`config.mk`:
```
export PLATFORM = sky130hd
export DESIGN_NAME = ssi_regs
export DESIGN_NICKNAME = d
export VERILOG_FILES = /design/src/hdl/ssi_pkg.sv /design/src/hdl/ssi_regs.sv
export VERILOG_INCLUDE_DIRS = /design/src /design/src/hdl
export SDC_FILE = /design/constraint.sdc
export NUM_CORES = 1
export LEC_CHECK = 0
export BUFFER_PORTS_ARGS = -buffer_cell sky130_fd_sc_hd__buf_2
export CAP_MARGIN = 20
export CORE_MARGIN = 2
export CORE_UTILIZATION = 64
export DETAILED_ROUTE_END_ITERATION = 10
export PLACE_DENSITY = 0.86
export SLEW_MARGIN = 40
export SYNTH_ARGS = -nofsm -noshare
export SYNTH_HDL_FRONTEND = slang
export SYNTH_SLANG_ARGS = --single-unit
```
`constraint.sdc`:
```
create_clock -name pclk -period 7.4 [get_ports pclk]
set_input_delay 0.37 -clock pclk [delete_from_list [all_inputs] [get_ports pclk]]
set_output_delay 0.37 -clock pclk [all_outputs]
set_load 0.05 [all_outputs]
```
`src/hdl/ssi_defs.svh`:
```
// Register offsets, field positions, reset values and key for the sync serial block
`ifndef SSI_DEFS_SVH
`define SSI_DEFS_SVH

`define SSI_WORD_W 16
`define SSI_FSL_W 4

`define SSI_OFF_CTRL 32'hf0010050
`define SSI_OFF_RX_HOLD 32'hf0010020
`define SSI_OFF_TX_HOLD 32'hf0010024
`define SSI_OFF_RX_SYNC 32'hf0010030
`define SSI_OFF_TX_SYNC 32'hf0010034
`define SSI_OFF_CMP_A 32'hf0010038
`define SSI_OFF_CMP_B 32'hf001003c
`define SSI_OFF_STATUS 32'hf0010040
`define SSI_OFF_IRQ_SET 32'hf0010044
`define SSI_OFF_IRQ_CLR 32'hf0010048
`define SSI_OFF_IRQ_MASK 32'hf001004c
`define SSI_OFF_WLOCK 32'hf00100e4

`define SSI_B_TX_HOLDING_FREE 0
`define SSI_B_TX_ALL_DONE 1
`define SSI_B_RX_WORD_AVAILABLE 4
`define SSI_B_OVR 5
`define SSI_B_CMPA 8
`define SSI_B_CMPB 9
`define SSI_B_TX_FRAME_EVENT 10
`define SSI_B_RX_FRAME_EVENT 11
`define SSI_B_TXON 16
`define SSI_B_RXON 17

`define SSI_CTRL_TXON 0
`define SSI_CTRL_RXON 1
`define SSI_CTRL_FSD 2
`define SSI_CTRL_FSL_LO 4

`define SSI_IRQ_BITS 12'hf33
`define SSI_WP_KEY 24'h535343
`define SSI_FSL_RST 4'h0

`endif

```
`src/hdl/ssi_pkg.sv`:
```
// Types of the sync serial status and interrupt block
`include "ssi_defs.svh"

package ssi_pkg;

  typedef enum logic [1:0] {PH_IDLE, PH_SYNC, PH_DATA} ssi_phase_t;

  typedef struct packed {
    logic sclk_s1;
    logic sclk_s2;
    logic sclk_p;
    logic rxd_s1;
    logic rxd_s2;
    logic rfs_s1;
    logic rfs_s2;
    logic tx_on;
    logic rx_on;
    logic fsd_on;
    logic [`SSI_FSL_W-1:0] fs_len;
    logic wlock;
    logic [`SSI_WORD_W-1:0] tx_hold;
    logic tx_full;
    logic [`SSI_WORD_W-1:0] tx_sh;
    logic [`SSI_WORD_W-1:0] tx_ts;
    ssi_phase_t tx_ph;
    logic [4:0] tx_cnt;
    logic tx_data;
    logic tx_frame;
    logic [`SSI_WORD_W-1:0] rx_sh;
    ssi_phase_t rx_ph;
    logic [4:0] rx_cnt;
    logic [`SSI_WORD_W-1:0] rx_hold;
    logic rx_full;
    logic ovr;
    logic cmp_a_f;
    logic cmp_b_f;
    logic tx_frame_event;
    logic rx_frame_event;
    logic [`SSI_WORD_W-1:0] tsync;
    logic [`SSI_WORD_W-1:0] rsync;
    logic [`SSI_WORD_W-1:0] cmp_a;
    logic [`SSI_WORD_W-1:0] cmp_b;
    logic [11:0] mask;
    logic [31:0] prdata;
    logic pready;
    logic pslverr;
    logic irq;
  } ssi_state_t;

endpackage

```
`src/hdl/ssi_regs.sv`:
```
// Sync serial status, interrupt and sync-data registers with a simple shifter
//
// Summary of operation
// [RULE_01] Bit 0 low while transmit holding word waits
// [RULE_02] Bit 1 set once last word fully sent
// [RULE_03] Bit 4 set while receive holding word unread
// [RULE_04] Bit 5 marks overwrite; cleared by status read
// [RULE_05] Bit 8 latches compare A; read clears
// [RULE_06] Bit 9 latches compare B; read clears
// [RULE_07] Bit 10 latches transmit sync; read clears
// [RULE_08] Bit 11 latches receive sync; read clears
// [RULE_09] Bits 16/17 show transmitter/receiver enable
// [RULE_10] Enable-set register sets written mask bits
// [RULE_11] Enable-clear register clears written mask bits
// [RULE_12] Mask readable with status bit layout
// [RULE_13] Compare registers writable only when unlocked
// [RULE_14] Received sync value read-only, bits 15:0
// [RULE_15] Transmit sync value read/write, bits 15:0
// [RULE_16] Compare A value, bits 15:0
// [RULE_17] Compare B value, bits 15:0
// [RULE_18] Lock bit changes only with correct key
// [RULE_19] Sync value shifted out during frame pulse
// [RULE_20] Interrupt when any flag and mask set
// [RULE_21] Compare event on matching sync/data word
//
// The implementer's own choice: the APB register port.
`timescale 1ns/1ps
`default_nettype none
`include "ssi_defs.svh"

module ssi_regs (
  // APB slave
  input wire logic pclk,
  input wire logic presetn,
  input wire logic psel,
  input wire logic penable,
  input wire logic pwrite,
  input wire logic [31:0] paddr,
  input wire logic [31:0] pwdata,
  output logic [31:0] prdata,
  output logic pready,
  output logic pslverr,
  // Serial link pins
  input wire logic ser_clk,
  input wire logic rx_data,
  input wire logic rx_frame,
  output logic tx_data,
  output logic tx_frame,
  // Interrupt
  output logic irq
);
  import ssi_pkg::*;

  ssi_state_t s_q;
  ssi_state_t s_d;

  // Status word as software reads it; the interrupt uses the same view
  function automatic logic [31:0] stat_vec(input ssi_state_t s);
    logic [31:0] v;
    v = 32'h0;
    v[`SSI_B_TX_HOLDING_FREE] = ~s.tx_full; // RULE_01
    v[`SSI_B_TX_ALL_DONE] = ~s.tx_full & (s.tx_ph == PH_IDLE); // RULE_02
    v[`SSI_B_RX_WORD_AVAILABLE] = s.rx_full; // RULE_03
    v[`SSI_B_OVR] = s.ovr;
    v[`SSI_B_CMPA] = s.cmp_a_f;
    v[`SSI_B_CMPB] = s.cmp_b_f;
    v[`SSI_B_TX_FRAME_EVENT] = s.tx_frame_event;
    v[`SSI_B_RX_FRAME_EVENT] = s.rx_frame_event;
    v[`SSI_B_TXON] = s.tx_on; // RULE_09
    v[`SSI_B_RXON] = s.rx_on; // RULE_09
    return v;
  endfunction

  // Mapped offsets; all others answer with an error and read as zero
  function automatic logic addr_hit(input logic [31:0] a);
    case (a)
      `SSI_OFF_CTRL, `SSI_OFF_RX_HOLD, `SSI_OFF_TX_HOLD, `SSI_OFF_RX_SYNC,
      `SSI_OFF_TX_SYNC, `SSI_OFF_CMP_A, `SSI_OFF_CMP_B, `SSI_OFF_STATUS,
      `SSI_OFF_IRQ_SET, `SSI_OFF_IRQ_CLR, `SSI_OFF_IRQ_MASK, `SSI_OFF_WLOCK:
        addr_hit = 1'b1;
      default:
        addr_hit = 1'b0;
    endcase
  endfunction

  always_comb
  begin
    logic setup;
    logic done;
    logic wr;
    logic rd;
    logic rise;
    logic fall;
    logic cmp_v;
    logic [`SSI_WORD_W-1:0] cmp_w;
    logic [`SSI_WORD_W-1:0] rx_new;
    logic [31:0] rv;
    logic [31:0] st;
    setup = 1'b0;
    done = 1'b0;
    wr = 1'b0;
    rd = 1'b0;
    rise = 1'b0;
    fall = 1'b0;
    cmp_v = 1'b0;
    cmp_w = '0;
    rx_new = '0;
    rv = 32'h0;
    st = 32'h0;
    // One copy of the whole state, filled in order of priority; later
    // sections overwrite earlier ones, so a set wins over a read-clear
    s_d = s_q;

    // Pin synchronisers
    // Reset leaves the stored link clock low, so an idle-high clock shows one
    // rise after release; the receiver is still off then and ignores it
    s_d.sclk_s1 = ser_clk;
    s_d.sclk_s2 = s_q.sclk_s1;
    s_d.sclk_p = s_q.sclk_s2;
    s_d.rxd_s1 = rx_data;
    s_d.rxd_s2 = s_q.rxd_s1;
    s_d.rfs_s1 = rx_frame;
    s_d.rfs_s2 = s_q.rfs_s1;
    rise = s_q.sclk_s2 & ~s_q.sclk_p;
    fall = ~s_q.sclk_s2 & s_q.sclk_p;

    // APB: answer in the first access cycle
    // Read data is captured at the setup edge; the read-clear below uses the
    // same snapshot, so software never loses a flag it was not shown
    setup = psel & ~penable;
    done = psel & penable & s_q.pready;
    wr = done & pwrite;
    rd = done & ~pwrite;
    s_d.pready = setup;
    s_d.pslverr = setup & ~addr_hit(paddr);
    if (setup & ~pwrite)
    begin
      case (paddr)
        `SSI_OFF_CTRL:
        begin
          rv[`SSI_CTRL_TXON] = s_q.tx_on;
          rv[`SSI_CTRL_RXON] = s_q.rx_on;
          rv[`SSI_CTRL_FSD] = s_q.fsd_on;
          rv[`SSI_CTRL_FSL_LO +: `SSI_FSL_W] = s_q.fs_len;
        end
        `SSI_OFF_RX_HOLD: rv[`SSI_WORD_W-1:0] = s_q.rx_hold;
        `SSI_OFF_RX_SYNC: rv[`SSI_WORD_W-1:0] = s_q.rsync; // RULE_14
        `SSI_OFF_TX_SYNC: rv[`SSI_WORD_W-1:0] = s_q.tsync; // RULE_15
        `SSI_OFF_CMP_A: rv[`SSI_WORD_W-1:0] = s_q.cmp_a; // RULE_16
        `SSI_OFF_CMP_B: rv[`SSI_WORD_W-1:0] = s_q.cmp_b; // RULE_17
        `SSI_OFF_STATUS: rv = stat_vec(s_q);
        `SSI_OFF_IRQ_MASK: rv[11:0] = s_q.mask; // RULE_12
        `SSI_OFF_WLOCK: rv[0] = s_q.wlock;
        default: rv = 32'h0;
      endcase
    end
    s_d.prdata = rv;

    // Status read side effects clear only what the read reported; a holding read frees the register outright
    // An event in the access cycle itself is kept for the next read
    if (rd && paddr == `SSI_OFF_STATUS)
    begin
      s_d.ovr = s_q.ovr & ~s_q.prdata[`SSI_B_OVR]; // RULE_04
      s_d.cmp_a_f = s_q.cmp_a_f & ~s_q.prdata[`SSI_B_CMPA]; // RULE_05
      s_d.cmp_b_f = s_q.cmp_b_f & ~s_q.prdata[`SSI_B_CMPB]; // RULE_06
      s_d.tx_frame_event = s_q.tx_frame_event & ~s_q.prdata[`SSI_B_TX_FRAME_EVENT]; // RULE_07
      s_d.rx_frame_event = s_q.rx_frame_event & ~s_q.prdata[`SSI_B_RX_FRAME_EVENT]; // RULE_08
    end
    if (rd && paddr == `SSI_OFF_RX_HOLD)
    begin
      s_d.rx_full = 1'b0;
    end

    // Transmitter, stepped on falling link clock
    // The holding register frees at frame start; a word written during the
    // frame waits for the next one
    if (fall)
    begin
      case (s_q.tx_ph)
        PH_IDLE:
        begin
          s_d.tx_data = 1'b0;
          if (s_q.tx_on & s_q.tx_full)
          begin
            s_d.tx_sh = s_q.tx_hold;
            s_d.tx_full = 1'b0; // RULE_01
            s_d.tx_ts = s_q.tsync << 1;
            s_d.tx_data = s_q.fsd_on & s_q.tsync[`SSI_WORD_W-1]; // RULE_19
            s_d.tx_cnt = {1'b0, s_q.fs_len};
            s_d.tx_frame = 1'b1;
            s_d.tx_frame_event = 1'b1; // RULE_07
            s_d.tx_ph = PH_SYNC;
          end
        end
        PH_SYNC:
        begin
          if (s_q.tx_cnt == 5'h0)
          begin
            s_d.tx_frame = 1'b0;
            s_d.tx_data = s_q.tx_sh[`SSI_WORD_W-1];
            s_d.tx_sh = s_q.tx_sh << 1;
            s_d.tx_cnt = 5'(`SSI_WORD_W - 1);
            s_d.tx_ph = PH_DATA;
          end
          else
          begin
            // Without frame-sync data the line rests low during the pulse
            s_d.tx_data = s_q.fsd_on & s_q.tx_ts[`SSI_WORD_W-1]; // RULE_19
            s_d.tx_ts = s_q.tx_ts << 1;
            s_d.tx_cnt = s_q.tx_cnt - 5'h1;
          end
        end
        PH_DATA:
        begin
          if (s_q.tx_cnt == 5'h0)
          begin
            // Tx-empty rises here, one bit time after the last data bit began
            s_d.tx_data = 1'b0;
            s_d.tx_ph = PH_IDLE; // RULE_02
          end
          else
          begin
            s_d.tx_data = s_q.tx_sh[`SSI_WORD_W-1];
            s_d.tx_sh = s_q.tx_sh << 1;
            s_d.tx_cnt = s_q.tx_cnt - 5'h1;
          end
        end
        default:
          s_d.tx_ph = PH_IDLE;
      endcase
    end

    // Receiver, sampled on rising link clock
    // Bits seen while the frame pulse is high form the sync value; the newest
    // bit lands in bit 0 and only the last sixteen are kept
    if (rise)
    begin
      rx_new = {s_q.rx_sh[`SSI_WORD_W-2:0], s_q.rxd_s2};
      case (s_q.rx_ph)
        PH_IDLE:
        begin
          // Frame pulses are only looked for between words
          if (s_q.rx_on & s_q.rfs_s2)
          begin
            s_d.rx_frame_event = 1'b1; // RULE_08
            s_d.rx_sh = {{(`SSI_WORD_W-1){1'b0}}, s_q.rxd_s2};
            s_d.rx_ph = PH_SYNC;
          end
        end
        PH_SYNC:
        begin
          if (s_q.rfs_s2)
          begin
            s_d.rx_sh = rx_new;
          end
          else
          begin
            s_d.rsync = s_q.rx_sh; // RULE_14
            cmp_v = 1'b1;
            cmp_w = s_q.rx_sh;
            s_d.rx_sh = {{(`SSI_WORD_W-1){1'b0}}, s_q.rxd_s2};
            s_d.rx_cnt = 5'(`SSI_WORD_W - 2);
            s_d.rx_ph = PH_DATA;
          end
        end
        PH_DATA:
        begin
          s_d.rx_sh = rx_new;
          if (s_q.rx_cnt == 5'h0)
          begin
            s_d.rx_hold = rx_new;
            // A word landing on an unread one marks the overrun; a holding
            // read in the same cycle frees the register first
            s_d.ovr = s_d.ovr | s_d.rx_full; // RULE_04
            s_d.rx_full = 1'b1; // RULE_03
            cmp_v = 1'b1;
            cmp_w = rx_new;
            s_d.rx_ph = PH_IDLE;
          end
          else
          begin
            s_d.rx_cnt = s_q.rx_cnt - 5'h1;
          end
        end
        default:
          s_d.rx_ph = PH_IDLE;
      endcase
    end

    // Compare events
    // Both the sync value and every data word are compared, against the
    // registers as they stood before this cycle's writes
    if (cmp_v && cmp_w == s_q.cmp_a)
    begin
      s_d.cmp_a_f = 1'b1; // RULE_21 RULE_05
    end
    if (cmp_v && cmp_w == s_q.cmp_b)
    begin
      s_d.cmp_b_f = 1'b1; // RULE_21 RULE_06
    end

    // Register writes at the completing access edge
    // Locked compare writes and wrong-key lock writes are dropped silently
    if (wr)
    begin
      case (paddr)
        // Control word: enables, frame-sync data and frame pulse length
        `SSI_OFF_CTRL:
        begin
          s_d.tx_on = pwdata[`SSI_CTRL_TXON];
          s_d.rx_on = pwdata[`SSI_CTRL_RXON];
          s_d.fsd_on = pwdata[`SSI_CTRL_FSD];
          s_d.fs_len = pwdata[`SSI_CTRL_FSL_LO +: `SSI_FSL_W];
        end
        `SSI_OFF_TX_HOLD:
        begin
          s_d.tx_hold = pwdata[`SSI_WORD_W-1:0];
          s_d.tx_full = 1'b1; // RULE_01
        end
        `SSI_OFF_TX_SYNC: s_d.tsync = pwdata[`SSI_WORD_W-1:0]; // RULE_15
        `SSI_OFF_CMP_A:
        begin
          if (!s_q.wlock)
          begin
            s_d.cmp_a = pwdata[`SSI_WORD_W-1:0]; // RULE_13 RULE_16
          end
        end
        `SSI_OFF_CMP_B:
        begin
          if (!s_q.wlock)
          begin
            s_d.cmp_b = pwdata[`SSI_WORD_W-1:0]; // RULE_13 RULE_17
          end
        end
        `SSI_OFF_IRQ_SET: s_d.mask = s_q.mask | pwdata[11:0]; // RULE_10
        `SSI_OFF_IRQ_CLR: s_d.mask = s_q.mask & ~pwdata[11:0]; // RULE_11
        `SSI_OFF_WLOCK:
        begin
          if (pwdata[31:8] == `SSI_WP_KEY)
          begin
            s_d.wlock = pwdata[0]; // RULE_18
          end
        end
        // Read-only and unmapped offsets change nothing
        default: s_d.mask = s_d.mask;
      endcase
    end
    // Mask positions with no status flag behind them stay zero
    s_d.mask = s_d.mask & `SSI_IRQ_BITS;

    // Interrupt follows the registered flags, so it lags them by one clock
    st = stat_vec(s_q);
    s_d.irq = |(st[11:0] & s_q.mask); // RULE_20
  end

  always_ff @(posedge pclk or negedge presetn)
  begin
    if (!presetn)
    begin
      s_q <= '0;
    end
    else
    begin
      s_q <= s_d;
    end
  end

  // Every output comes straight from a state flip-flop
  assign prdata = s_q.prdata;
  assign pready = s_q.pready;
  assign pslverr = s_q.pslverr;
  assign tx_data = s_q.tx_data;
  assign tx_frame = s_q.tx_frame;
  assign irq = s_q.irq;

endmodule
`default_nettype wire

```
After elaboration in Yosys (flattened, before gate mapping) --
Cells that the tools add are included.
Cells by class: magnitude comparators 0, equal/unequal tests 28, div/mod/pow operators 0, mux-type cells 58, $add $sub $neg 2, bitwise gates (word level) 37, reduce and logical (&&, ||, !) cells 35, multipliers 0, shift operators 0
Operators by type and width (number):
- $eq 32x32->1 const B | 12
- $mux 16 | 7
- $pmux 16 s3 | 2
- $mux 42 | 2
- $pmux 16 s2 | 2
- $mux 18 | 2
- $eq 16x16->1 | 2
- $pmux 4 s8 | 1
- $pmux 4 s7 | 1
- $and 12x12->12 | 2
- $eq 24x23->1 const B | 1
- $pmux 12 s2 | 1
- $reduce_and 4->1 | 6
- $reduce_or 12->1 | 2
- $pmux 4 s5 | 1
- $and 1x1->1 | 19
- $mux 1 | 18
- $ne 2x2->1 const B | 9
- $pmux 6 s3 | 1
- $reduce_and 3->1 | 6
- $pmux 2 s8 | 1
- $mux 5 | 3
- $mux 2 | 7
- $not 1->1 | 13
- other kinds (20) | 39
Word-level totals: memories kept 0, bits in read-only memories 0, input bits 72, bits in registers 225, bits in latches 0, output and inout bits 37, RAM bits 0

Depth between registers and ports, before layout --
Gate-level depths: netlist (run 1).
depth in word-level cells 9, mapped depth 10, depth with buffers taken out 8

Worst setup path after synthesis (run 1) --
No wires, ideal clock.
kind input to register, start point input paddr[22], end point register s_q[203] (netlist name), slack 4.887 ns, arrival 2.388 ns, stages 8, setup time 0.125 ns, buffers on the path 2, cell sequence nor4_1 > nand4_1 > or3_1 > buf_6 > nand2b_4 > nor4_4 > buf_6 > mux2_4
On the way: word-level cells in the longest chain between the ends 2
RTL lines:
- start, declared | line ssi_regs.sv:38 | input wire logic [31:0] paddr,
- $eq 32x32->1 | line ssi_regs.sv:306 | case (paddr)
- $reduce_and 2->1 (no line)
- end signal, assigned | line ssi_regs.sv:360 | s_q <= '0;
- end signal, assigned | line ssi_regs.sv:364 | s_q <= s_d;
- end, declared | line ssi_regs.sv:54 | ssi_state_t s_q;
No other way between the ends. A chain may end at the register's enable or synchronous reset.

Worst setup path after layout (run 1) --
start point register s_q[138] (netlist name), end point register s_q[114] (netlist name)
On the way: word-level cells in the longest chain between the ends 6
RTL lines:
- $eq 2x2->1 or $eq 2x1->1 (tied branches) | line ssi_regs.sv:239 | case (s_q.rx_ph)
- $pmux 16 s2 | line ssi_regs.sv:239
- $mux 16 | line ssi_regs.sv:236 | if (rise)
- $eq 16x16->1 | line ssi_regs.sv:293 | if (cmp_v && cmp_w == s_q.cmp_a)
- $logic_and 1x1->1 * | line ssi_regs.sv:293
- $mux 1 or $reduce_bool 2->1 (tied branches)
Every way passes the cells marked *; elsewhere a longest branch is shown, timed or not.

==> impl_metrics.env, run 1 <==
export IMPL_outcome="finished, final reports clean"
export IMPL_grt_pass1_vias=8657
export IMPL_grt_usage_pct=34.7
export IMPL_synth_mux_area_share_pct=10.3
export IMPL_path_class="flip-flop to flip-flop"
export IMPL_pwr_share_comb_pct=4.4
export IMPL_power_density_mw_per_mm2=200
export IMPL_fin_skew_ns=0.0237
export IMPL_routedWlPerCell_um=22.7
export IMPL_layout_cells_non_filler=1344
export IMPL_clkLatencyLatePin_ns=0.51
export IMPL_min_period_ns=3.07
export IMPL_cts_made_buffers=22
export IMPL_fp_dieH_um=133
export IMPL_cp_arrival_ns=3.45
export IMPL_placeableCoreArea_mm2=0.0164
export IMPL_cts_sinks=210
export IMPL_drcViolationCount=0
export IMPL_via_per_inst=6.67
export IMPL_fillers=1187
export IMPL_leakage_nw=5.28
export IMPL_p_sw_mw=0.523
export IMPL_pwr_share_seq_pct=48.7
export IMPL_grt_pass1_wl_um=47700
export IMPL_vias=8961
export IMPL_syn_avg_cell_area_um2=10.1
export IMPL_yosys_warnings=0
export IMPL_whs_ns=0.144
export IMPL_synth_simple_gate_area_share_pct=15.1
export IMPL_clock_path_buffers=3
export IMPL_critical_path_endpoint_type="flip-flop"
export IMPL_slew_violations=0
export IMPL_layout_drive_gt1_share_pct=22.2
export IMPL_yosysSeqAreaShare_pct=49.4
export IMPL_startpoint="s_q[138]"
export IMPL_synth_xor_area_share_pct=0.494
export IMPL_clkPwrFrac_pct=46.9
export IMPL_r2r_start="s_q[138]"
export IMPL_vdd_ir_drop_worst_v=0.000192
export IMPL_ys_types=69
export IMPL_cts_root_buf="clkbuf_16"
export IMPL_area_growth_pct=11.6
export IMPL_synth_flop_cell="dfrtp_1"
export IMPL_cts_setup_buffers=0
export IMPL_power_mw=2.37
export IMPL_hold_viol_final=0
export IMPL_grt_max_degree=73
export IMPL_syn_area_mm2=0.0106
export IMPL_rsz0062_at_grt="false"
export IMPL_dp_hpwl_um=21300
export IMPL_grt_ovfl_total=0
export IMPL_nets=1194
export IMPL_synth_top_family_by_area="compound AO/OA/AOI/OAI gates"
export IMPL_ys_seq_elements=210
export IMPL_die_area_mm2=0.0177
export IMPL_worstHoldStart="psel"
export IMPL_synth_compound_area_share_pct=17.6
export IMPL_firstDrtPassIters=6
export IMPL_slew_limit_headroom_pct=43.0
export IMPL_p_int_mw=1.85
export IMPL_antennaDiodeCount=0
export IMPL_cts_tree="built"
export IMPL_htree_levels=1
export IMPL_die_w_um=133
export IMPL_min_path_type="input pin to flip-flop"
export IMPL_place_gp_congestion=0.989
export IMPL_fin_crit_sh_pct=41.5
export IMPL_io_buffers=94
export IMPL_p_sw_share_pct=22.1
export IMPL_max_freq_ghz=0.326
export IMPL_clk_pin_slew_ns=0.06
export IMPL_synthCells=1051
export IMPL_wl_um=30500
export IMPL_drtAntennaViolNets=0
export IMPL_crit_path_start_kind="flip-flop"
export IMPL_critPathMaxFanout=16
export IMPL_required_ns=7.78
export IMPL_maxCapViolations=0
export IMPL_rows=47
export IMPL_dp_cells=1303
export IMPL_setup_viol=0
export IMPL_antenna_found_initial=0
export IMPL_async_flop_share_pct=100
export IMPL_synthAdderAreaFrac_pct=1.18
export IMPL_synth_edf_count=0
export IMPL_initial_core_util_pct=64.9
export IMPL_first_iter_violations=1293
export IMPL_tns_ns=0
export IMPL_ios=109
export IMPL_worst_pin_slew_ns=0.852
-- placed cells by master, fill, tap and decap left out, types with 7 or more instances in the layout --
cell type	synthesis	layout
dfrtp_1	210	210
nand2_1	134	131
buf_2	7	93
o21ai_0	89	87
mux2_2	83	83
a21oi_1	78	76
nor2_1	47	47
inv_1	39	39
nor3b_1	32	32
a22oi_1	29	29
clkbuf_16	0	22
nand3_1	19	19
o22ai_1	14	14
conb_1	1	14
a222oi_1	13	13
a22o_1	13	13
buf_4	33	12
a32oi_1	10	10
nor3_1	9	9
mux2_4	9	9
ha_1	10	9
nor4_1	9	8
nand4_1	7	7
clkbuf_1	43	7
-- worst max-delay path, cell delays in order, from the launching register on --
cell and delay [ns]:
dfrtp_1 0.40, inv_1 0.10, ha_1 0.50, inv_1 0.38
nor2_8 0.25, a221oi_2 0.09, a2111o_1 0.33, or4_1 0.55
o31ai_1 0.35
-- sequential cells by signal (all words and copies together) (netlist names) --
signal	cells
s_q	183
prdata	18
s_d	4
irq	1
pready	1
pslverr	1
tx_data	1
tx_frame	1
-- power groups by stage --
stage | registers [mW] | logic [mW] | clock network, mW
after floorplan | 1.18 | 0.0422 | 0
after global placement | 1.17 | 0.100 | 0
after detailed placement | 1.18 | 0.102 | 0
after CTS | 1.15 | 0.104 | 1.12
after global routing | 1.15 | 0.113 | 1.17
final | 1.15 | 0.105 | 1.11
-- timing repair --
action | in CTS | in global routing
gates resized for setup | 0 | 0
endpoints found under the hold margin | 71 | 0
hold buffers | 4 | 0
-- logic make-up (layout without fill, tap and decap cells) --
family | after synthesis | in the layout
XOR/XNOR | 6 | 6
AND/OR/NAND/NOR | 309 | 309
buffers and inverters | 127 | 187
multiplexers | 95 | 95
other | 1 | 14
adder cells (fa/ha/maj) | 10 | 10
AO/OA/AOI/OAI | 293 | 293
flip-flops | 210 | 210
-- metrics by stage --
step                      setup WS [ns]  cell area, µm²  utilization, %
after floorplan                    4.89           10700               -
after global placement             4.40           11100            67.5
after detailed placement           4.24           11100            67.7
after CTS                          4.43           11900            72.3
after global routing               4.22           11900            72.4
final                              4.33           11900            72.4
-- per-layer routing --
metal	global-route usage (%)	vias to the layer above	routed length, µm
met3	8.01	111	3550
met2	50.7	633	13400
met4	16.1	0	1410
met5	0	-	0
met1	49.6	4308	12200
li1	-	3909	-
-- path summary, 6_finish.rpt --
check,depth (start not counted),end,slack [ns]
max in group asynchronous,3,s_q[184],5.96
max reg2reg,8,s_q[114],4.33
min reg2reg,0,s_q[222],0.35
min in group asynchronous,2,s_q[142],0.43
min,3,pready,0.14
max,8,s_q[114],4.33
-- final cells by class --
cell class                      instances  area (µm²)  area share, %
Clock buffer                           31         604           5.09
Inverter                               39         146           1.23
Tap cell                              220         275           2.32
Clock inverter                          5         111          0.938
Multi-Input combinational cell        727        4850           40.8
Sequential cell                       210        5260           44.3
Timing Repair Buffer                  112         632           5.32
-- Yosys cell counts, drive strengths merged (13+ instances only) --
cell type  count  area share (%)
a22oi         29             2.0
a21oi         78             3.7
mux2          92              10
inv           39             1.4
a222oi        13             1.2
clkbuf        43             1.5
dfrtp        210              49
nand2        134             4.7
a22o          13             1.1
o22ai         14            0.82
nand3         19            0.89
nor2          48             1.8
nor3b         32             2.3
o21ai         89             4.2
buf           45             3.0
Power figures use the tool's default switching activity.
==> run 2, diff against run 1 <==
--- a/config.mk
+++ b/config.mk
@@ -9,9 +9,9 @@
 export BUFFER_PORTS_ARGS = -buffer_cell sky130_fd_sc_hd__buf_2
 export CAP_MARGIN = 20
 export CORE_MARGIN = 2
-export CORE_UTILIZATION = 64
+export CORE_UTILIZATION = 54
 export DETAILED_ROUTE_END_ITERATION = 10
-export PLACE_DENSITY = 0.86
+export PLACE_DENSITY = 0.77
 export SLEW_MARGIN = 40
 export SYNTH_ARGS = -nofsm -noshare
 export SYNTH_HDL_FRONTEND = slang
==> constraint.sdc (replaced) <==
create_clock -name pclk -period 2.5 [get_ports pclk]
set_input_delay 0.125 -clock pclk [delete_from_list [all_inputs] [get_ports pclk]]
set_output_delay 0.125 -clock pclk [all_outputs]
set_load 0.05 [all_outputs]
==> run 2 against run 1 <==
  * The flow now finishes with violations (setup timing)
  * Clock power grew to 3.1 times the previous value
  * Sequential share of layout area shrank 3.1 points
  * Die area grew 18%
  * Final cell count grew 10%
  * Global-route usage shrank 2.5 points
  * First-iteration DRC count shrank 31%
  * Sequential power grew to 3.0 times the previous value
  * Total power grew to 3.0 times the previous value
  * Routed wire length grew 6.6%
  * Clock skew shrank 0.0060 ns
  * Cell area grew 7.6%
  * Critical endpoint unchanged
  * Largest cell class unchanged
==> impl_metrics.env, run 2 (synthesis results as in run 1) <==
export IMPL_outcome="finished, violations left"
export IMPL_violations="setup timing"
export IMPL_path_class="flip-flop to flip-flop"
export IMPL_setup_viol=1
export IMPL_p_int_mw=5.61
export IMPL_fin_util_pct=65.9
export IMPL_dp_cells=1420
export IMPL_power_density_mw_per_mm2=565
export IMPL_drcViolationCount=0
export IMPL_grt_usage_pct=32.2
export IMPL_p_sw_mw=1.62
export IMPL_vdd_ir_drop_worst_v=0.000520
export IMPL_critical_path_endpoint_type="flip-flop"
export IMPL_cts_tree="built"
export IMPL_layout_cells_non_filler=1483
export IMPL_placeableCoreArea_mm2=0.0194
export IMPL_clkPwrFrac_pct=47.8
export IMPL_grt_ovfl_total=0
export IMPL_power_mw=7.22
export IMPL_pwr_share_comb_pct=4.9
export IMPL_crit_path_start_kind="flip-flop"
export IMPL_htree_levels=1
export IMPL_vias=9141
export IMPL_slew_violations=0
export IMPL_grt_pass1_wl_um=50900
export IMPL_rr_endpoint="s_q[114]"
export IMPL_wl_um=32500
export IMPL_cts_setup_buffers=0
export IMPL_via_per_inst=6.16
export IMPL_place_gp_congestion=1.01
export IMPL_required_ns=2.93
export IMPL_fillers=1512
export IMPL_io_buffers=94
export IMPL_r2r_cells=8
export IMPL_ios=109
export IMPL_critPathMaxFanout=8
export IMPL_area_growth_pct=20.1
export IMPL_grt_max_degree=75
export IMPL_clock_path_buffers=3
export IMPL_first_iter_violations=896
export IMPL_initial_core_util_pct=54.9
export IMPL_cts_root_buf="clkbuf_16"
export IMPL_clkLatencyLatePin_ns=0.52
export IMPL_cts_sinks=210
export IMPL_rows=51
export IMPL_register_area_mm2=0.00526
export IMPL_r2r_setup_slack_ns=-0.01
export IMPL_die_area_mm2=0.0208
export IMPL_largest_reg_flops=183
export IMPL_post_place_ws_ns=-0.150
export IMPL_worst_pin_slew_ns=0.821
export IMPL_r2r_start="s_q[133]"
export IMPL_routedWlPerCell_um=21.9
export IMPL_critPathMaxStageDelay_ns=0.55
export IMPL_tns_ns=-0.0120
export IMPL_pwr_share_seq_pct=47.3
export IMPL_fin_skew_ns=0.0178
export IMPL_startpoint="s_q[133]"
export IMPL_cts_made_buffers=24
export IMPL_cp_slowest_cell="or4b_4"
export IMPL_final_cell_mix="dfrtp_1, nand2_1, buf_2, o21ai_0, mux2_2"
export IMPL_fp_dieH_um=144
export IMPL_layout_drive_gt1_share_pct=26.8
export IMPL_slew_limit_headroom_pct=44.7
export IMPL_whs_ns=0.0725
export IMPL_antenna_found_initial=0
export IMPL_grt_pass1_vias=8939
export IMPL_drtAntennaViolNets=0
export IMPL_min_path_type="input pin to flip-flop"
export IMPL_cp_arrival_ns=2.94
export IMPL_firstDrtPassIters=8
export IMPL_dp_hpwl_um=23400
export IMPL_final_common_cell="dfrtp_1"
export IMPL_holdPathStages=4
export IMPL_multi_input_area_mm2=0.00486
export IMPL_maxCapViolations=0
export IMPL_final_area_mm2=0.0128
export IMPL_clk_pin_slew_ns=0.06
export IMPL_max_freq_ghz=0.398
export IMPL_hold_viol_final=0
export IMPL_fin_crit_sh_pct=100
export IMPL_place_area_mm2=0.0117
export IMPL_endpoint="s_q[114]"
export IMPL_largest_register="s_q"
export IMPL_die_w_um=144
export IMPL_leakage_nw=5.73
export IMPL_nets=1285
export IMPL_worstPathCellList="inv_2, ha_4, or4b_4, o31a_1, a22oi_2, nand4_1, or4_4, o31ai_2"
export IMPL_p_sw_share_pct=22.4
export IMPL_worst_slack_ns=-0.0120
export IMPL_min_period_ns=2.51
export IMPL_rsz0062_at_grt="true"
## run 2: cell types whose count changed in the layout (fill, tap and decap cells not counted), moves of 2 or more
cell / change
inv_2: +2
buf_4: +66
buf_12: +6
dlygate4sd3_1: +19
nand2_1: +3
clkbuf_16: +2
nand2_2: -3
inv_1: -2
clkbuf_8: +2
buf_6: -2
## run 2: timing repair
action	CTS	global route
hold endpoints to repair	128	0
pin swaps	1	0
gates cloned	0	0
hold buffers	23	0
gates resized for setup	3	8
endpoints found under the setup margin	2	2
## run 2: area by class of cell
cell class / count / area share [%]
well taps: 265 / 2.59
repair buffers: 201 / 11.1
clock buffers: 35 / 5.34
inverters: 39 / 1.15
flip-flops and latches: 210 / 41.1
clock inverters: 5 / 0.705
multi-input cells: 727 / 38.0
diodes: 1 / 0.0196
## run 2: worst min path at each step
stage | startpoint | end
final | paddr[5] | pslverr
after global routing | paddr[5] | pslverr
after CTS | paddr[5] | pslverr
after detailed placement | presetn | s_q[143]
after global placement | presetn | s_q[143]
after floorplan | presetn | irq
## run 2: worst max-delay path, delay by kind of cell, from the launching register on
| kind | cells | cell delay (ns) |
|---|---|---|
| buf+inv | 1 | 0.09 |
| simple gates | 3 | 1.14 |
| fa+ha+maj | 1 | 0.13 |
| flops | 1 | 0.38 |
| compound gates | 3 | 0.68 |
## run 2: power groups by stage
stage | Sequential (mW) | Clock [mW] | Combinational (mW)
floorplan | 3.49 | 0 | 0.125
global placement | 3.48 | 0 | 0.318
detailed placement | 3.48 | 0 | 0.323
CTS | 3.42 | 3.51 | 0.350
global route | 3.42 | 3.64 | 0.384
finish | 3.42 | 3.46 | 0.350
## run 2: routing by layer
layer | share of wire, % | vias to the layer above | track usage, %
li1 | - | 4083 | -
met1 | 42 | 4489 | 45.0
met2 | 45 | 473 | 49.2
met3 | 8.7 | 96 | 6.19
met4 | 4.6 | 0 | 13.8
met5 | 0 | - | 0
==> run 3, diff against run 2 <==
--- a/config.mk
+++ b/config.mk
@@ -9,9 +9,10 @@
 export BUFFER_PORTS_ARGS = -buffer_cell sky130_fd_sc_hd__buf_2
 export CAP_MARGIN = 20
 export CORE_MARGIN = 2
-export CORE_UTILIZATION = 54
+export CORE_UTILIZATION = 52
 export DETAILED_ROUTE_END_ITERATION = 10
-export PLACE_DENSITY = 0.77
+export PLACE_DENSITY = 0.75
+export SKIP_LAST_GASP = 1
 export SLEW_MARGIN = 40
 export SYNTH_ARGS = -nofsm -noshare
 export SYNTH_HDL_FRONTEND = slang
==> run 3 against run 2 <==
  * The flow still finishes with violations (setup timing)
  * Worst setup slack worse by 0.031 ns
  * Sequential power barely moved
  * Register-to-register slack lost 0.03 ns
  * Critical path type unchanged
  * Non-clock buffer count down 9
  * Flip-flop and latch count did not move
  * Clock skew grew 0.00097 ns
==> impl_metrics.env, run 3 (synthesis results as in run 1) <==
export IMPL_htree_levels=1
export IMPL_wl_um=31900
export IMPL_antennaDiodeCount=0
export IMPL_area_growth_pct=19.0
export IMPL_cts_setup_buffers=0
export IMPL_setup_viol=1
export IMPL_antenna_found_initial=0
export IMPL_cts_made_buffers=23
export IMPL_io_buffers=94
export IMPL_final_common_cell="dfrtp_1"
export IMPL_met1_usage_pct=42.3
export IMPL_worst_slack_ns=-0.0427
export IMPL_required_ns=2.93
export IMPL_power_density_mw_per_mm2=568
export IMPL_grt_ovfl_total=0
export IMPL_final_area_mm2=0.0127
export IMPL_largest_register="s_q"
export IMPL_fin_skew_ns=0.0188
export IMPL_outcome="finished, violations left"
export IMPL_cts_sinks=210
export IMPL_placeableCoreArea_mm2=0.0202
export IMPL_rsz0062_at_grt="true"
export IMPL_slew_limit_headroom_pct=47.0
export IMPL_ios=109
export IMPL_drtAntennaViolNets=0
export IMPL_drcViolationCount=0
export IMPL_vdd_ir_drop_worst_v=0.000409
export IMPL_dp_hpwl_um=22900
export IMPL_die_w_um=147
export IMPL_worst_pin_slew_ns=0.786
export IMPL_place_gp_congestion=0.997
export IMPL_final_cell_mix="dfrtp_1, nand2_1, buf_2, o21ai_0, mux2_2"
export IMPL_vias=9141
export IMPL_via_per_inst=6.19
export IMPL_largest_reg_flops=183
export IMPL_grt_max_degree=78
export IMPL_fin_util_pct=62.8
export IMPL_min_period_ns=2.54
export IMPL_crit_path_start_kind="flip-flop"
export IMPL_first_iter_violations=905
export IMPL_use_met3_pct=5.65
export IMPL_max_freq_ghz=0.393
export IMPL_grt_pass1_vias=8847
export IMPL_fp_dieH_um=147
export IMPL_initial_core_util_pct=52.8
export IMPL_firstDrtPassIters=6
export IMPL_critPathMaxFanout=16
export IMPL_clk_pin_slew_ns=0.06
export IMPL_cp_arrival_ns=2.97
export IMPL_place_area_mm2=0.0117
export IMPL_fillers=1684
export IMPL_multi_input_area_mm2=0.00484
export IMPL_cts_root_buf="clkbuf_16"
export IMPL_min_path_type="input pin to flip-flop"
export IMPL_die_area_mm2=0.0216
export IMPL_nets=1275
export IMPL_clock_path_buffers=3
export IMPL_register_area_mm2=0.00526
export IMPL_critical_path_endpoint_type="flip-flop"
export IMPL_slew_violations=0
export IMPL_maxCapViolations=0
export IMPL_fin_crit_sh_pct=102
export IMPL_clkLatencyLatePin_ns=0.52
export IMPL_grt_busiest_layer="met2"
export IMPL_layout_drive_gt1_share_pct=26.2
export IMPL_hold_viol_final=0
export IMPL_grt_pass1_wl_um=49900
export IMPL_violations="setup timing"
export IMPL_leakage_nw=5.68
export IMPL_routedWlPerCell_um=21.6
export IMPL_grt_usage_pct=29.7
export IMPL_rows=52
export IMPL_grtUsageMet2_pct=44.9
export IMPL_cts_tree="built"
export IMPL_path_class="flip-flop to flip-flop"
[run 3: cell types whose count changed in the layout (fill, tap and decap cells not counted), moves of 2 or more]
cell,previous run,this run
inv_2,2,0
inv_1,37,39
buf_4,78,71
clkbuf_1,7,4
buf_12,6,4
clkbuf_8,5,8
[run 3: final timing paths]
kind	from	endpoint	slack (ns)	cells past startpoint
setup / recovery	s_q[136]	s_q[114]	-0.04	8
hold / removal	pwdata[10]	s_q[208]	0.05	2
setup reg to reg	s_q[136]	s_q[114]	-0.04	8
hold reg to reg	s_d[224]	s_q[224]	0.34	0
max in group asynchronous	presetn	prdata[3]	1.40	3
min in group asynchronous	presetn	s_q[153]	0.21	2
[run 3: per-stage QoR]
step                setup WS [ns]  setup TNS, ns  power [mW]  instances  hold slack [ns]
detailed placement         -0.167         -0.265        3.80       1416            0.216
CTS                       -0.0287        -0.0287        7.22       1477           0.0335
global placement          -0.0713         -0.123        3.79       1416            0.214
finish                    -0.0427        -0.0427        7.19       1477           0.0482
floorplan                  0.0288              0        3.61       1064           -0.171
global route               -0.172         -0.316        7.39       1477           0.0407
[run 3: where the power goes]
part           total (mW)  switching, mW  internal [mW]
Sequential           3.42        0.00972           3.41
Combinational       0.346          0.241          0.105
Clock                3.43           1.34           2.09
Total                7.19           1.59           5.61
[run 3: final cells by class]
cell class / count / area share (%)
Clock buffer: 34 / 5.42
Clock inverter: 5 / 0.622
Inverter: 39 / 1.16
Multi-Input combinational cell: 727 / 38.2
Sequential cell: 210 / 41.5
Tap cell: 270 / 2.67
Timing Repair Buffer: 192 / 10.5
[run 3: timing repair]
| action | CTS | global route |
|---|---|---|
| endpoints found under the hold margin | 132 | 0 |
| pin swaps | 1 | 0 |
| setup endpoints to repair | 2 | 2 |
| gates resized for setup | 3 | 3 |
| hold buffers | 22 | 0 |
[run 3: worst max-delay path: stages (launching register included)]
cell      delay (ns)
dfrtp_1         0.40
buf_4           0.15
nor4b_2         0.26
buf_4           0.26
a32oi_1         0.15
a221oi_1        0.42
nand4_1         0.15
or4_1           0.43
o31ai_2         0.24
[run 3: routing by layer]
metal,part of all wire (%),up-vias
li1,-,4077
met1,43,4450
met2,44,524
met3,9.0,90
met4,4.3,0
met5,0,-
